**config.mk**
```make
export PLATFORM = sky130hd
export DESIGN_NAME = feps_core
export DESIGN_NICKNAME = d
export VERILOG_FILES = /design/src/feps_core.v /design/src/feps_timer.v
export VERILOG_INCLUDE_DIRS = /design/src
export SDC_FILE = /design/constraint.sdc
export NUM_CORES = 1
export LEC_CHECK = 0
export BUFFER_PORTS_ARGS = -buffer_cell sky130_fd_sc_hd__buf_4
export CAP_MARGIN = 15
export CORE_AREA = 2 2 156 158
export DETAILED_ROUTE_END_ITERATION = 16
export DIE_AREA = 0 0 158 160
export PLACE_DENSITY = 0.71
export SETUP_SLACK_MARGIN = 0.1
export SLEW_MARGIN = 10
export SYNTH_ARGS = -nofsm -noshare
export SYNTH_HDL_FRONTEND = slang
export SYNTH_SLANG_ARGS = --single-unit
```
**constraint.sdc**
```tcl
create_clock -name clk_in -period 2.5 [get_ports clk_in]
set_clock_uncertainty 0.05 [all_clocks]
set_input_delay 0.375 -clock clk_in [delete_from_list [all_inputs] [get_ports clk_in]]
set_output_delay 0.375 -clock clk_in [all_outputs]
set_load 0.05 [all_outputs]
```
**src/feps_regs.vh**
```
`ifndef FEPS_REGS_VH
`define FEPS_REGS_VH
`define FEPS_OP_QPP        8'h32
`define FEPS_OP_PP         8'h02
`define FEPS_OP_PP42       8'h42
`define FEPS_OP_SE         8'h20
`define FEPS_OP_BE32       8'h52
`define FEPS_OP_BE64       8'hD8
`define FEPS_OP_CE1        8'hC7
`define FEPS_OP_CE2        8'h60
`define FEPS_OP_ERSR       8'h44
`define FEPS_OP_WRSR       8'h01
`define FEPS_OP_SUSP       8'h75
`define FEPS_OP_RESUME     8'h7A
`define FEPS_PAGE_BYTES    256
`define FEPS_SUS_LAT_NS    20000
`define FEPS_RES_LAT_NS    200
`define FEPS_CLK_NS        10
`define FEPS_SUS_CYC       (`FEPS_SUS_LAT_NS / `FEPS_CLK_NS)
`define FEPS_RES_CYC       (`FEPS_RES_LAT_NS / `FEPS_CLK_NS)
`define FEPS_T_PP          32'h00001000
`define FEPS_T_SE          32'h00001000
`define FEPS_T_BE32        32'h00001000
`define FEPS_T_BE64        32'h00001000
`define FEPS_T_CE          32'h00001000
`endif

```
**src/feps_core.v**
```verilog
`timescale 1ns/10ps
`include "feps_regs.vh"
module feps_core #(
    parameter [31:0] SMALL_REGION_ERASE_TIME = `FEPS_T_SE,
    parameter [31:0] MID_BLOCK_ERASE_TIME    = `FEPS_T_BE32,
    parameter [31:0] LARGE_BLOCK_ERASE_TIME  = `FEPS_T_BE64,
    parameter [31:0] FULL_ARRAY_ERASE_TIME   = `FEPS_T_CE,
    parameter [31:0] PAGE_PROGRAM_TIME       = `FEPS_T_PP,
    parameter [31:0] SUSPEND_CYC             = `FEPS_SUS_CYC
) (
    input  wire        clk_in,
    input  wire        rst_n_in,
    input  wire        cs_n_in,
    input  wire        sclk_in,
    input  wire [3:0]  io_in,
    input  wire        quad_lines_enable_in,
    input  wire        set_write_permit_in,
    input  wire        region_protected_in,
    input  wire        any_protected_in,
    output reg         busy_out,
    output reg         pause_status_bit_out,
    output reg         write_permit_latch_out,
    output reg         status_write_refused_out,
    output reg         erase_start_out,
    output reg  [2:0]  erase_kind_out,
    output reg  [23:0] erase_base_out,
    output reg         prog_wr_out,
    output reg  [23:0] prog_addr_out,
    output reg  [7:0]  prog_data_out,
    output reg         prog_start_out,
    output reg  [23:0] check_addr_out
);
    localparam [5:0] ST_IDLE = 6'h01;
    localparam [5:0] ST_PP   = 6'h02;
    localparam [5:0] ST_SE   = 6'h04;
    localparam [5:0] ST_B32  = 6'h08;
    localparam [5:0] ST_B64  = 6'h10;
    localparam [5:0] ST_CE   = 6'h20;
    // Resume latency in clock cycles
    localparam [31:0] RES_CYC = `FEPS_RES_CYC;

    reg [2:0]  cs_s_r;
    reg [2:0]  ck_s_r;
    reg [3:0]  io_a_r;
    reg [3:0]  io_b_r;
    reg [7:0]  op_r;
    reg [7:0]  sh_r;
    reg [3:0]  bitc_r;
    reg [5:0]  bytec_r;
    reg        quad_r;
    reg [23:0] addr_r;
    reg [7:0]  poff_r;
    reg [8:0]  pcnt_r;
    reg [5:0]  st_r;
    reg        paused_r;
    reg        resum_r;
    reg [31:0] slat_r;
    reg [7:0]  rlat_r;
    reg        tload_r;
    reg [31:0] tcnt_r;
    reg        cmd_ok_r;
    wire       tdone;
    wire       sclk_rise = ck_s_r[1] & ~ck_s_r[2];
    wire       cs_fall   = ~cs_s_r[1] & cs_s_r[2];
    wire       cs_rise   = cs_s_r[1] & ~cs_s_r[2];
    wire       cs_low    = ~cs_s_r[1];
    wire       running   = (st_r != ST_IDLE) && !paused_r && !resum_r;

    function is_erase;
        input [7:0] op;
        begin
            is_erase = op == `FEPS_OP_SE || op == `FEPS_OP_BE32 || op == `FEPS_OP_BE64 ||
                       op == `FEPS_OP_CE1 || op == `FEPS_OP_CE2 || op == `FEPS_OP_ERSR;
        end
    endfunction

    function is_prog;
        input [7:0] op;
        begin
            is_prog = op == `FEPS_OP_PP || op == `FEPS_OP_QPP || op == `FEPS_OP_PP42;
        end
    endfunction

    function [5:0] erase_state;
        input [7:0] op;
        begin
            case (op)
                `FEPS_OP_SE:   erase_state = ST_SE;
                `FEPS_OP_BE32: erase_state = ST_B32;
                `FEPS_OP_BE64: erase_state = ST_B64;
                default:       erase_state = ST_CE;
            endcase
        end
    endfunction

    // Erase state picked by the captured opcode
    wire [5:0] st_nxt = erase_state(op_r);

    feps_timer u_timer (
        .clk_in   (clk_in),
        .rst_n_in (rst_n_in),
        .load_in  (tload_r),
        .count_in (tcnt_r),
        .run_in   (running),
        .done_out (tdone)
    );

    // Pin synchronisers
    always @(posedge clk_in) begin
        if (!rst_n_in) begin
            cs_s_r <= 3'h7;
            ck_s_r <= 3'h0;
            io_a_r <= 4'h0;
            io_b_r <= 4'h0;
        end else begin
            cs_s_r <= {cs_s_r[1:0], cs_n_in};
            ck_s_r <= {ck_s_r[1:0], sclk_in};
            io_a_r <= io_in;
            io_b_r <= io_a_r;
        end
    end

    // Command shifter
    always @(posedge clk_in) begin
        if (!rst_n_in) begin
            op_r        <= 8'h0;
            sh_r        <= 8'h0;
            bitc_r      <= 4'h0;
            bytec_r     <= 6'h0;
            quad_r      <= 1'b0;
            addr_r      <= 24'h0;
            poff_r      <= 8'h0;
            pcnt_r      <= 9'h0;
            prog_wr_out <= 1'b0;
            prog_addr_out <= 24'h0;
            prog_data_out <= 8'h0;
            cmd_ok_r    <= 1'b0;
        end else begin
            prog_wr_out <= 1'b0;
            if (cs_fall) begin
                bitc_r  <= 4'h0;
                bytec_r <= 6'h0;
                quad_r  <= 1'b0;
                pcnt_r  <= 9'h0;
                cmd_ok_r <= 1'b0;
            end else if (cs_low && sclk_rise) begin
                if (quad_r) begin
                    sh_r   <= {sh_r[3:0], io_b_r};
                    bitc_r <= bitc_r + 4'h4;
                end else begin
                    sh_r   <= {sh_r[6:0], io_b_r[0]};
                    bitc_r <= bitc_r + 4'h1;
                end
                if ((quad_r && bitc_r == 4'h4) || (!quad_r && bitc_r == 4'h7)) begin
                    bitc_r   <= 4'h0;
                    cmd_ok_r <= 1'b1;
                    if (bytec_r != 6'h3F) begin
                        bytec_r <= bytec_r + 6'h1;
                    end
                    case (bytec_r)
                        6'h0: op_r <= quad_r ? {sh_r[3:0], io_b_r} : {sh_r[6:0], io_b_r[0]};
                        6'h1: addr_r[23:16] <= {sh_r[6:0], io_b_r[0]};
                        6'h2: addr_r[15:8]  <= {sh_r[6:0], io_b_r[0]};
                        6'h3: begin
                            addr_r[7:0] <= {sh_r[6:0], io_b_r[0]};
                            poff_r      <= {sh_r[6:0], io_b_r[0]};
                            quad_r      <= op_r == `FEPS_OP_QPP;
                        end
                        default: begin
                            if (op_r == `FEPS_OP_QPP && pcnt_r != 9'h100) begin
                                prog_wr_out   <= 1'b1;
                                prog_addr_out <= {addr_r[23:8], poff_r};
                                prog_data_out <= {sh_r[3:0], io_b_r};
                                pcnt_r        <= pcnt_r + 9'h1;
                            end
                            poff_r <= poff_r + 8'h1;
                        end
                    endcase
                end else begin
                    cmd_ok_r <= 1'b0;
                end
            end
        end
    end

    always @* begin
        check_addr_out = addr_r;
    end

    // Sequencer
    always @(posedge clk_in) begin
        if (!rst_n_in) begin
            st_r                     <= ST_IDLE;
            paused_r                 <= 1'b0;
            resum_r                  <= 1'b0;
            slat_r                   <= 32'h0;
            rlat_r                   <= 8'h0;
            busy_out                 <= 1'b0;
            pause_status_bit_out     <= 1'b0;
            write_permit_latch_out   <= 1'b0;
            status_write_refused_out <= 1'b0;
            erase_start_out          <= 1'b0;
            erase_kind_out           <= 3'h0;
            erase_base_out           <= 24'h0;
            prog_start_out           <= 1'b0;
            tload_r                  <= 1'b0;
            tcnt_r                   <= 32'h0;
        end else begin
            tload_r                  <= 1'b0;
            erase_start_out          <= 1'b0;
            prog_start_out           <= 1'b0;
            status_write_refused_out <= 1'b0;
            if (set_write_permit_in) begin
                write_permit_latch_out <= 1'b1;
            end
            if (slat_r != 32'h0) begin
                slat_r <= slat_r - 32'h1;
                if (slat_r == 32'h1) begin
                    busy_out <= 1'b0;
                end
            end
            if (resum_r) begin
                rlat_r <= rlat_r - 8'h1;
                if (rlat_r == 8'h1) begin
                    busy_out <= 1'b1;
                    resum_r  <= 1'b0;
                end
            end
            if (tdone) begin
                busy_out <= 1'b0;
                st_r     <= ST_IDLE;
                if (st_r != ST_PP) begin
                    write_permit_latch_out <= 1'b0;
                end
            end
            if (cs_rise && cmd_ok_r) begin
                if (op_r == `FEPS_OP_SUSP) begin
                    if (!pause_status_bit_out && busy_out && slat_r == 32'h0 &&
                        st_r != ST_IDLE && st_r != ST_CE) begin
                        paused_r             <= 1'b1;
                        pause_status_bit_out <= 1'b1;
                        slat_r               <= SUSPEND_CYC;
                    end
                end else if (op_r == `FEPS_OP_RESUME) begin
                    if (pause_status_bit_out && !busy_out) begin
                        paused_r             <= 1'b0;
                        pause_status_bit_out <= 1'b0;
                        resum_r              <= 1'b1;
                        rlat_r               <= RES_CYC[7:0];
                    end
                end else if (op_r == `FEPS_OP_WRSR && pause_status_bit_out) begin
                    status_write_refused_out <= 1'b1;
                end else if (is_erase(op_r) && op_r != `FEPS_OP_ERSR &&
                             st_r == ST_IDLE &&
                             !busy_out && !pause_status_bit_out &&
                             write_permit_latch_out) begin
                    if (((op_r == `FEPS_OP_CE1 || op_r == `FEPS_OP_CE2) && bytec_r == 6'h1 &&
                         !any_protected_in) ||
                        (op_r != `FEPS_OP_CE1 && op_r != `FEPS_OP_CE2 && bytec_r == 6'h4 &&
                         !region_protected_in)) begin
                        st_r            <= st_nxt;
                        busy_out        <= 1'b1;
                        erase_start_out <= 1'b1;
                        tload_r         <= 1'b1;
                        case (st_nxt)
                            ST_SE: begin
                                erase_kind_out <= 3'h1;
                                erase_base_out <= {addr_r[23:12], 12'h000};
                                tcnt_r         <= SMALL_REGION_ERASE_TIME;
                            end
                            ST_B32: begin
                                erase_kind_out <= 3'h2;
                                erase_base_out <= {addr_r[23:15], 15'h0000};
                                tcnt_r         <= MID_BLOCK_ERASE_TIME;
                            end
                            ST_B64: begin
                                erase_kind_out <= 3'h3;
                                erase_base_out <= {addr_r[23:16], 16'h0000};
                                tcnt_r         <= LARGE_BLOCK_ERASE_TIME;
                            end
                            default: begin
                                erase_kind_out <= 3'h4;
                                erase_base_out <= 24'h000000;
                                tcnt_r         <= FULL_ARRAY_ERASE_TIME;
                            end
                        endcase
                    end
                end else if (op_r == `FEPS_OP_QPP && !busy_out && !pause_status_bit_out &&
                             st_r == ST_IDLE &&
                             quad_lines_enable_in && write_permit_latch_out &&
                             bytec_r > 6'h4 && !region_protected_in) begin
                    st_r                   <= ST_PP;
                    busy_out               <= 1'b1;
                    prog_start_out         <= 1'b1;
                    tload_r                <= 1'b1;
                    tcnt_r                 <= PAGE_PROGRAM_TIME;
                    write_permit_latch_out <= 1'b0;
                end
            end
        end
    end
endmodule

```
**src/feps_timer.v**
```verilog
`timescale 1ns/10ps
`include "feps_regs.vh"
module feps_timer (
    input  wire        clk_in,
    input  wire        rst_n_in,
    input  wire        load_in,
    input  wire [31:0] count_in,
    input  wire        run_in,
    output reg         done_out
);
    reg [31:0] cnt_r;
    always @(posedge clk_in) begin
        if (!rst_n_in) begin
            cnt_r    <= 32'h0;
            done_out <= 1'b0;
        end else begin
            done_out <= 1'b0;
            if (load_in) begin
                cnt_r <= count_in;
            end else if (run_in && cnt_r != 32'h0) begin
                cnt_r <= cnt_r - 32'h1;
                if (cnt_r == 32'h1) begin
                    done_out <= 1'b1;
                end
            end
        end
    end
endmodule

```
Word-level counts from Yosys, hierarchy flattened

Index checks and enable logic that the tools add are counted.

Logic and storage cells: 236
Flip-flop bits (word level): 261
Output and inout port bits: 90
Input port bits: 12

$lt $le $gt $ge: 1
Muxes and demuxes: 67
Equal/unequal tests: 33
Bitwise logic cells: 18
Add/sub/neg operators: 8
Reduce and logical (&&, ||, !) cells: 75

Operators with widths:

| operator                                                                | number |
|---|---|
| 32-bit two-way mux                                                      | 9 |
| 24-bit case mux with 3 select lines                                     | 1 |
| 32-bit by 1-bit equality test with 1-bit output (second input constant) | 2 |
| 32-bit nonzero test                                                     | 2 |
| 32-bit by 1-bit subtractor with 32-bit output (second input constant)   | 2 |
| 6-bit two-way mux                                                       | 8 |
| 8-bit two-way mux                                                       | 6 |
| 8-bit by 7-bit equality test with 1-bit output (second input constant)  | 5 |
| 1-bit two-way mux                                                       | 38 |
| 32-bit logical NOT                                                      | 1 |
| 1-bit logical AND                                                       | 31 |
| 4-bit AND reduction                                                     | 7 |
| 6-bit case mux with 3 select lines                                      | 1 |
| 8-bit by 1-bit equality test with 1-bit output (second input constant)  | 2 |
| 8-bit by 6-bit equality test with 1-bit output (second input constant)  | 2 |
| 8-bit equality test (second input constant)                             | 2 |
| 8-bit by 7-bit != test with 1-bit output (second input constant)        | 2 |
| 8-bit case mux with 2 select lines                                      | 1 |
| 1-bit inverter                                                          | 15 |
| 6-bit by 1-bit equality test with 1-bit output (second input constant)  | 2 |
| 6-bit by 2-bit equality test with 1-bit output (second input constant)  | 2 |
| 6-bit by 3-bit equality test with 1-bit output (second input constant)  | 2 |
| 6-bit != test (second input constant)                                   | 2 |
| 6-bit AND reduction                                                     | 2 |
| 31 further kinds                                                        | 55 |

Depth between registers and ports, before layout

Gate-level depths: netlist (run 1).

Depth in word-level cells: 16
Gate-level depth with buffers: 11
Depth with buffers taken out: 8

Hierarchy

From an unflattened synthesis (run 1), not the netlist that was laid out.

Cells, all modules: 1180
Area, all modules: 10331.2 um2

Modules (own cells, without submodules):

| module     | area each (um2) | seq. area each (um2) | cells an instance | times used |
|---|---|---|---|---|
| feps_core  | 8335.5          | 3703.6               | 928               | 1 |
| feps_timer | 1995.7          | 660.6                | 252               | 1 |

Worst setup path after synthesis (run 1)

Ideal clock, no wire load.

Kind: flip-flop to flip-flop
Start: register bitc_r[0]
End: register prog_addr_out[20]
Clock period less this slack: 2.354 ns
Buffers on the path: 3
Library setup time: 0.132 ns
Stages on the path, launching flop included: 11
Required time: 2.318 ns
Path slack: 0.146 ns
Arrival: 2.172 ns
Cell sequence: dfxtp_1 > ha_1 > mux2_2 > nand3_1 > or3_1 > buf_2 > or3_1 > buf_2 > buf_2 > nand2_1 > a21oi_1

Word-level cells in the longest chain between the ends: 4
Elaborated cells between the ends (all ways): 6
Classes of those cells: eq/ne (2); reduce/logical (4)

RTL lines:

| item                                           | line            | RTL |
|---|---|---|
| from (decl)                                    | feps_core.v:48  | `reg [3:0] bitc_r;` |
| from (signal assigned)                         | feps_core.v:149 | `bitc_r <= bitc_r + 4'h4;` |
| from (signal assigned)                         | feps_core.v:152 | `bitc_r <= bitc_r + 4'h1;` |
| 4-bit by 3-bit equality test with 1-bit output | feps_core.v:154 | `if ((quad_r && bitc_r == 4'h4) \|\| (!quad_r && bitc_r == 4'h7)) begin` |
| 1-bit logical AND                              | feps_core.v:154 |  |
| 1-bit logical OR *                             | feps_core.v:154 |  |
| 5-bit AND reduction (no line) *                | -               |  |
| to (signal assigned)                           | feps_core.v:172 | `prog_addr_out <= {addr_r[23:8], poff_r};` |
| to (decl)                                      | feps_core.v:28  | `output reg [23:0] prog_addr_out,` |

Mark *: on every way between the ends. The rest lies on a longest branch, timed or not.
A chain may end at the register's enable or synchronous reset.

Final worst setup path (run 1)

Start: register bytec_r[5]
End: register erase_base_out[15]

Word-level cells in the longest chain between the ends: 5
Elaborated cells between the ends (all ways): 8
Classes of those cells: eq/ne (2); reduce/logical (6)

RTL lines:

| item                                                                                                             | line                             | RTL |
|---|---|---|
| from (decl)                                                                                                      | feps_core.v:49                   | `reg [5:0] bytec_r;` |
| from (signal assigned)                                                                                           | feps_core.v:158                  | `bytec_r <= bytec_r + 6'h1;` |
| 6-bit by 1-bit equality test with 1-bit output or 6-bit by 3-bit equality test with 1-bit output (tied branches) | feps_core.v:257, feps_core.v:259 |  |
| 1-bit logical AND, on equally long branches (2 in series)                                                        | feps_core.v:257, feps_core.v:259 |  |
| 1-bit logical OR *                                                                                               | feps_core.v:257                  | `` if (((op_r == `FEPS_OP_CE1 \|\| op_r == `FEPS_OP_CE2) && bytec_r == 6'h1 && `` |
| 6-bit AND reduction (no line) *                                                                                  | -                                |  |
| to (signal assigned)                                                                                             | feps_core.v:268                  | `erase_base_out <= {addr_r[23:12], 12'h000};` |
| to (signal assigned)                                                                                             | feps_core.v:273                  | `erase_base_out <= {addr_r[23:15], 15'h0000};` |
| to (signal assigned)                                                                                             | feps_core.v:278                  | `erase_base_out <= {addr_r[23:16], 16'h0000};` |
| to (decl)                                                                                                        | feps_core.v:26                   | `output reg [23:0] erase_base_out,` |

Marked as above.

==> out/results.txt, run 1 <==
Final setup fails -> 0
Lkg Pwr -> 4.63 nW
Crit path from -> bytec_r[5]$_SDFFE_PP0P_
Sequential area share after synthesis -> 44.4%
H-tree levels -> 1
Starting Density -> 41.3%
Run status -> finished clean
Top cell types by occurrence after synthesis -> 218 x dfxtp_1, 155 x nor2_1, 135 x nand2_1
Placed cells -> 1540
R2R Path Start -> bytec_r[5]$_SDFFE_PP0P_
First-pass GRT wire length -> 37800 um
Clk slew on worst S/H paths -> 60 ps
Relative slew slack -> 60.5%
Mapped Cells -> 1136
Largest area contributor in the netlist -> dfxtp_1
Worst-margin pin slew -> 590 ps
Vias/cell -> 5.19
Hold path depth -> 2
Switch share -> 28.4%
Number of diodes -> 0
Capturing point of the worst reg2reg path -> erase_base_out[15]$_SDFFE_PN0P_
Num CTS Buffers -> 23
Filler cells -> 2227
HP Start -> io_in[0]
Initial antenna violation count -> 0
Fin Hold WS -> 19.7 ps
Max VDD drop -> 386 uV
Max Slew Vio Count -> 0
Multi-input combinational cell area -> 5160 um2
Ys async rst share -> 0%
Die area -> 25300 um2
Placed Area -> 11000 um2
Die width -> 158 um
Drt pass-1 iters -> 5
Finished Layout Cells -> 1586
Post-synth top area share -> 44.4%
Final Cycle Share -> 93.9%
Root buf cell -> clkbuf_16
CTS tree -> built
Via Count -> 8233
Clock Tree Buf Depth -> 3
Final Hold Viols -> 0
Critical path type -> flop to flop
Vias in the first global route -> 7556
# clock sinks -> 218
Layout cells sized above 1 -> 17.4%
Routed wire length per instance -> 14.5 um
Syn. warnings -> 0
Clock power frac -> 38.3%
Maximum clock frequency -> 426 MHz
Detailed-route wire length -> 22900 um
P_sw -> 0.00247 W
FF/Latch Area -> 4370 um2
Max FO, Critical Path -> 21
Skew-Pair Late Insertion Delay -> 510 ps
Worst setup EP type -> flop
Register bit total from synthesis -> 218
Max-cap violation count -> 0
GRT Resource Usage Total -> 17.8%
Worst Reg-to-Reg Cells -> 8
Syn_area_per_cell -> 8.65 um2
TNS Setup -> 0 ps
Main area contributors after synthesis -> dfxtp_1 44%, nor2_1 5.9%, nand2_1 5.2%
Yosys cell types -> 68
Layout net count -> 1274
# rows -> 57
Die Y -> 160 um
Most common cell in the synthesized netlist -> dfxtp_1
CP arrival -> 2720 ps
Combinational power share -> 17.6%
Top_reg_cell synth -> dfxtp_1
Core area -> 23800 um2
GRT overflow -> 0
HPWL Detailed -> 15600 um
Seq pwr share -> 44.2%
CP Launch Type -> flop
Post-synth EDFFs -> 0
Hold endpoint -> io_a_r[0]$_SDFF_PN0_
Critical Path RT -> 2870 ps
DR DRC count -> 0
R2r setup slk -> 150 ps
Power per cell area -> 733 nW/um2
Finished Cell Area -> 11900 um2
RSZ-0062 raised after global routing -> yes
Final GP Congestion -> 0.847
CTS Hold Buffers Added -> 0
DRT iter0 DRCs -> 512
Crit path time final -> 2350 ps
IO buf count -> 89
Post-route ant nets -> 0
Pin count of the biggest net entering global routing -> 53
Internal power -> 0.00623 W
Synth-to-Final Area Change -> 20.7%
Top Ports -> 102
Post-Route Utilization -> 49.8%
Worst hold-check path type -> input pin to flop
Syn Std Cell Area -> 9830 um2
-- power by group through the flow --
| stage | clock (W) | sequential (W) | combinational, W |
|---|---|---|---|
| floorplan | 0 | 0.00387 | 0.00118 |
| global placement | 0 | 0.00390 | 0.00146 |
| detailed placement | 0 | 0.00390 | 0.00149 |
| CTS | 0.00343 | 0.00383 | 0.00150 |
| global route | 0.00356 | 0.00387 | 0.00171 |
| finish | 0.00333 | 0.00384 | 0.00153 |
-- flip-flops by register name (all words and copies together), names as in the netlist, 7 cells and up --
name            count
prog_addr_out      24
poff_r              8
rlat_r              8
op_r                8
sh_r                7
prog_data_out       8
erase_base_out     12
slat_r             32
pcnt_r              9
u_timer.cnt_r      32
check_addr_out     24
-- stage by stage --
stage               total power [W]  setup slack, ps
floorplan                   0.00505              146
global placement            0.00536              133
detailed placement          0.00539              105
CTS                         0.00876              101
global route                0.00913             68.9
finish                      0.00870              152
-- area by class of cell --
class,count,share of cell area [%]
Timing Repair Buffer,143,9.43
Multi-Input combinational cell,840,43.5
Sequential cell,218,36.8
Clock buffer,33,5.59
Tap cell,324,3.42
Inverter,19,0.601
Clock inverter,9,0.664
-- worst max path at each step --
stage,endpoint
global placement,erase_base_out[15]$_SDFFE_PN0P_
global route,erase_base_out[19]$_SDFFE_PN0P_
CTS,u_timer.cnt_r[24]$_SDFFE_PN0P_
floorplan,prog_addr_out[20]$_SDFFE_PN0P_
detailed placement,erase_base_out[15]$_SDFFE_PN0P_
finish,erase_base_out[15]$_SDFFE_PN0P_
-- critical path, cell delays in order, from the launching register on --
cell and delay [ps]:
dfxtp_1 350, or4_1 640, nor3b_2 230, buf_4 160, nand3_1 110, a211oi_4 310, buf_12 180, o2111ai_1 110
o21ai_0 110
-- layer usage --
metal | vias up | share of wire (%) | GRT usage [%]
met5 | - | 0 | 0
met3 | 32 | 3.5 | 2.96
met4 | 0 | 1.7 | 3.28
li1 | 4162 | - | -
met1 | 3906 | 49 | 25.4
met2 | 133 | 46 | 28.6
-- cells in the final DEF, fill, tap and decap left out, types with 4 or more instances in the layout --
cell       count
a31oi_1        4
a21boi_0      20
or3_1         14
ha_1          16
xor2_1        39
o21a_1         6
clkinv_2       5
and3_1         9
buf_4        138
nand3b_1      11
and4_1         4
nand3_1       36
o21ai_0       38
clkbuf_8       5
or4_1         12
o211ai_1       4
nand2_1      131
nor2_1       155
nor4_1        26
a211oi_1      19
a21oi_1       35
nand4_1       30
and2_1        20
nor2b_1        7
clkbuf_16     23
clkbuf_1       5
nor3b_1        8
nand2b_1      10
dfxtp_1      216
nor3_1        28
inv_1         18
nor3_2         5
xnor2_1       25
o31ai_1        5
conb_1        12
a21boi_1      16
mux2i_1       38
nand2_2        4
-- kinds of logic after synthesis --
kind of cell    synth area share (%)
fa+ha+maj                       2.16
compound gates                  11.6
flops                           44.4
buf+inv                         4.46
simple gates                    27.6
other cells                   0.0382
mux                             3.98
xor+xnor                        5.70
-- timing repair --
action / in CTS / in global routing
pin swaps: 0 / 1
setup endpoints to repair: 2 / 90
gates resized for setup: 2 / 23
gates cloned: 0 / 1
setup buffers: 0 / 3
Note: power is estimated with default switching activity, not from simulation.
==> run 2: changes to the inputs <==
- CORE_AREA: 2 2 156 158 -> 2 2 185 187
- DIE_AREA: 0 0 158 160 -> 0 0 187 189
- PLACE_DENSITY: 0.71 -> 0.57
==> out/results.txt, run 2 (synthesized netlist as in run 1, its figures left out) <==
GRT overflow -> 0
Post-route ant nets -> 0
Critical Path RT -> 2900 ps
Finished Cell Area -> 12200 um2
CP arrival -> 2740 ps
# clock sinks -> 218
DR DRC count -> 0
FF/Latch Area -> 4370 um2
Post-Route Utilization -> 36.7%
Layout cells sized above 1 -> 18.8%
CP Launch Type -> flop
Die area -> 35300 um2
Max Slew Vio Count -> 0
Die width -> 187 um
Number of diodes -> 0
Vias in the first global route -> 7853
Synth-to-Final Area Change -> 24.4%
Placed Area -> 11200 um2
Num CTS Buffers -> 25
Crit path time final -> 2340 ps
CTS tree -> built
Worst setup EP type -> flop
Worst hold-check path type -> input pin to flop
Run status -> finished clean
Drt pass-1 iters -> 5
Placed cells -> 1678
Finished Layout Cells -> 1728
Final setup fails -> 0
Top Ports -> 102
Switch share -> 28.2%
Final Hold Viols -> 0
Commonest non-fill, non-tap cell in the layout -> dfxtp_1
Clk slew on worst S/H paths -> 60 ps
Via Count -> 8221
Most frequent cells in the layout -> 215 x dfxtp_1, 155 x nor2_1, 153 x buf_4, 134 x nand2_1, 39 x xor2_1
Skew-Pair Late Insertion Delay -> 520 ps
Final Cycle Share -> 93.5%
Lkg Pwr -> 4.73 nW
Max VDD drop -> 409 uV
H-tree levels -> 1
DRT iter0 DRCs -> 359
Initial antenna violation count -> 0
Power per cell area -> 738 nW/um2
Detailed-route wire length -> 24600 um
# rows -> 67
Vias/cell -> 4.76
Multi-input combinational cell area -> 5160 um2
Setup slack after layout -> 162 ps
IO buf count -> 89
P_sw -> 0.00254 W
Worst-margin pin slew -> 689 ps
Pin count of the biggest net entering global routing -> 73
Die Y -> 189 um
Final GP Congestion -> 0.804
Internal power -> 0.00648 W
Maximum clock frequency -> 428 MHz
Root buf cell -> clkbuf_16
Max FO, Critical Path -> 7
Critical path type -> flop to flop
Seq pwr share -> 42.5%
Layout net count -> 1292
GRT Resource Usage Total -> 13.8%
Starting Density -> 29.5%
Filler cells -> 3406
Largest registers -> slat_r: 32 flops, u_timer.cnt_r: 32 flops
HPWL Detailed -> 17100 um
Clock power frac -> 39.8%
Max-cap violation count -> 0
Combinational power share -> 17.6%
Routed wire length per instance -> 14.2 um
Clock Tree Buf Depth -> 3
First-pass GRT wire length -> 40800 um
Core area -> 33300 um2
RSZ-0062 raised after global routing -> yes
Dpl ws -> -26.6 ps
Relative slew slack -> 54.0%
[run 2: metal layers]
layer / global-route usage [%] / part of all wire (%) / up-vias
li1: - / - / 4199
met1: 18.9 / 49 / 3856
met2: 22.4 / 45 / 133
met3: 2.50 / 4.0 / 33
met4: 3.48 / 2.0 / 0
met5: 0 / 0 / -
[run 2: power by group through the flow]
stage	sequential, W	combinational (W)	clock, W
2_1_floorplan	0.00387	0.00118	0
3_3_place_gp	0.00390	0.00156	0
3_5_place_dp	0.00391	0.00157	0
4_1_cts	0.00383	0.00159	0.00369
5_1_grt	0.00386	0.00179	0.00383
6_report	0.00384	0.00159	0.00359
[run 2: area by class of cell]
type	instances	area share, %
clock inverters	6	0.348
multi-input cells	840	42.3
inverters	19	0.583
repair buffers	159	10.1
well taps	448	4.59
clock buffers	38	6.42
flip-flops and latches	218	35.7
[run 2: what timing repair did]
item,in CTS,in global routing
gates resized for setup,6,19
setup buffers,2,3
hold buffers,1,0
hold endpoints to repair,1,0
pin swaps,2,6
endpoints found under the setup margin,53,72
[run 2: per-stage QoR]
stage	hold WS, ps	total power, W	setup TNS, ps
finish	6.79	0.00902	0
global route	19.4	0.00948	0
CTS	3.80	0.00911	0
detailed placement	357	0.00548	-74.0
global placement	349	0.00546	0
floorplan	336	0.00505	0
[run 2: worst paths after layout]
path                                            from                               to  slack, ps  cells after the start
worst max-delay path            op_r[7]$_SDFFE_PN0P_  erase_base_out[13]$_SDFFE_PN0P_        160                      7
worst min-delay path                         cs_n_in             cs_s_r[0]$_SDFF_PN1_          7                      2
worst max register to register  op_r[7]$_SDFFE_PN0P_  erase_base_out[13]$_SDFFE_PN0P_        160                      7
worst min register to register  cs_s_r[0]$_SDFF_PN1_             cs_s_r[1]$_SDFF_PN1_        360                      1
[run 2: critical path: stages, from the launching register on]
cell,delay (ps)
dfxtp_2,340
or4_4,540
or3_4,370
a21bo_4,240
a211oi_4,330
buf_6,180
nand4_1,110
o21ai_1,120
==> run 3: changes to the inputs <==
- CORE_AREA: 2 2 185 187 -> 2 2 137 139
- DIE_AREA: 0 0 187 189 -> 0 0 139 141
- PLACE_DENSITY: 0.57 -> 0.85
==> out/results.txt, run 3 (synthesized netlist as in run 1, its figures left out) <==
Root buf cell -> clkbuf_16
Num CTS Buffers -> 24
Worst-margin pin slew -> 533 ps
Final GP Congestion -> 0.906
Lkg Pwr -> 4.68 nW
IO buf count -> 89
Starting Density -> 53.8%
Final Hold Viols -> 0
GRT overflow -> 0
Final setup fails -> 0
Vias/cell -> 5.69
Drt pass-1 iters -> 6
H-tree levels -> 1
First-pass GRT wire length -> 38800 um
Largest registers -> slat_r: 32 flops, u_timer.cnt_r: 32 flops
Die area -> 19600 um2
Max FO, Critical Path -> 6
Max VDD drop -> 620 uV
Finished Cell Area -> 11900 um2
Relative slew slack -> 64.3%
Power per cell area -> 746 nW/um2
Skew-Pair Late Insertion Delay -> 520 ps
Top Ports -> 102
Final Cycle Share -> 96.5%
Commonest non-fill, non-tap cell in the layout -> dfxtp_1
Placed Area -> 10900 um2
HPWL Detailed -> 15700 um
Max Slew Vio Count -> 0
Run status -> finished clean
GRT Resource Usage Total -> 23.1%
Initial antenna violation count -> 0
Post-Route Utilization -> 64.9%
Synth-to-Final Area Change -> 20.6%
Number of diodes -> 0
Critical Path RT -> 2840 ps
DRT iter0 DRCs -> 655
Worst hold-check path type -> input pin to flop
Die Y -> 141 um
Critical path type -> flop to flop
TNS Setup -> 0 ps
CP Launch Type -> flop
Worst setup EP type -> flop
Layout cells sized above 1 -> 18.1%
Crit path time final -> 2410 ps
CP arrival -> 2760 ps
Most frequent cells in the layout -> 215 x dfxtp_1, 155 x nor2_1, 142 x buf_4, 134 x nand2_1, 39 x xor2_1
Core area -> 18300 um2
Max-cap violation count -> 0
# clock sinks -> 218
# rows -> 50
Pin count of the biggest net entering global routing -> 53
RSZ-0062 raised after global routing -> yes
CTS tree -> built
Routed wire length per instance -> 15.8 um
Detailed-route wire length -> 23800 um
Total power draw -> 0.00884 W
Via Count -> 8570
Die width -> 139 um
Post-route ant nets -> 0
DR DRC count -> 0
Clk slew on worst S/H paths -> 60 ps
Layout net count -> 1283
Vias in the first global route -> 7945
Filler cells -> 1452
Maximum clock frequency -> 414 MHz
Clock Tree Buf Depth -> 3
==> run 3: cell types whose count changed in the layout (fill, tap and decap cells not counted), sizes merged <==
cell / delta
buf: -8
clkinvlp: -1
bufinv: +1
clkbuf: -8
clkinv: +10
inv: -2
==> run 3: through the flow <==
step | hold WS [ps] | cells | setup slack, ps
global placement | 350 | 1452 | 169
detailed placement | 364 | 1452 | 102
CTS | 1.16 | 1497 | 108
global route | 16.2 | 1506 | 14.6
finish | 12.4 | 1506 | 86.3
floorplan | 336 | 1147 | 146
==> run 3: repair_timing <==
action / 4_1_cts / 5_1_grt
endpoints found under the setup margin: 5 / 81
gates resized for setup: 2 / 32
hold buffers: 1 / 0
buffers inserted: 0 / 6
pin swaps: 0 / 7
endpoints found under the hold margin: 1 / 0
cloned: 0 / 3
==> run 3: cell type report <==
cell class,instances,area (um2),share of cell area [%]
clock inverters,14,113,0.950
well taps,234,293,2.47
repair buffers,151,1180,9.95
inverters,19,71.3,0.601
multi-input cells,840,5180,43.7
clock buffers,30,653,5.51
flip-flops and latches,218,4370,36.9
==> run 3: where the power goes <==
part           internal, W  switching, W  total (W)
Clock              0.00197       0.00142    0.00339
Sequential         0.00366      0.000188    0.00384
Combinational     0.000660      0.000949    0.00161
==> run 3: critical path, stage by stage (launching register included) <==
cell,delay (ps)
dfxtp_4,360
or3b_4,390
a2111o_1,490
a21bo_4,270
a211oi_4,380
buf_2,240
o21ai_0,120
==> run 3: final timing paths <==
check | cells after the start | startpoint | to | slack [ps]
worst min-delay path | 2 | io_in[0] | io_a_r[0]$_SDFF_PN0_ | 10
worst max register to register | 6 | op_r[3]$_SDFFE_PN0P_ | erase_base_out[23]$_SDFFE_PN0P_ | 90
worst min register to register | 1 | cs_s_r[0]$_SDFF_PN1_ | cs_s_r[1]$_SDFF_PN1_ | 360
worst max-delay path | 6 | op_r[3]$_SDFFE_PN0P_ | erase_base_out[23]$_SDFFE_PN0P_ | 90
==> run 3: routing by layer <==
metal / track usage, % / vias to the layer above / part of all wire (%)
met5: 0 / - / 0
met4: 7.18 / 0 / 3.2
met3: 4.01 / 65 / 5.3
met2: 39.3 / 265 / 48
met1: 30.1 / 4053 / 43
li1: - / 4187 / -
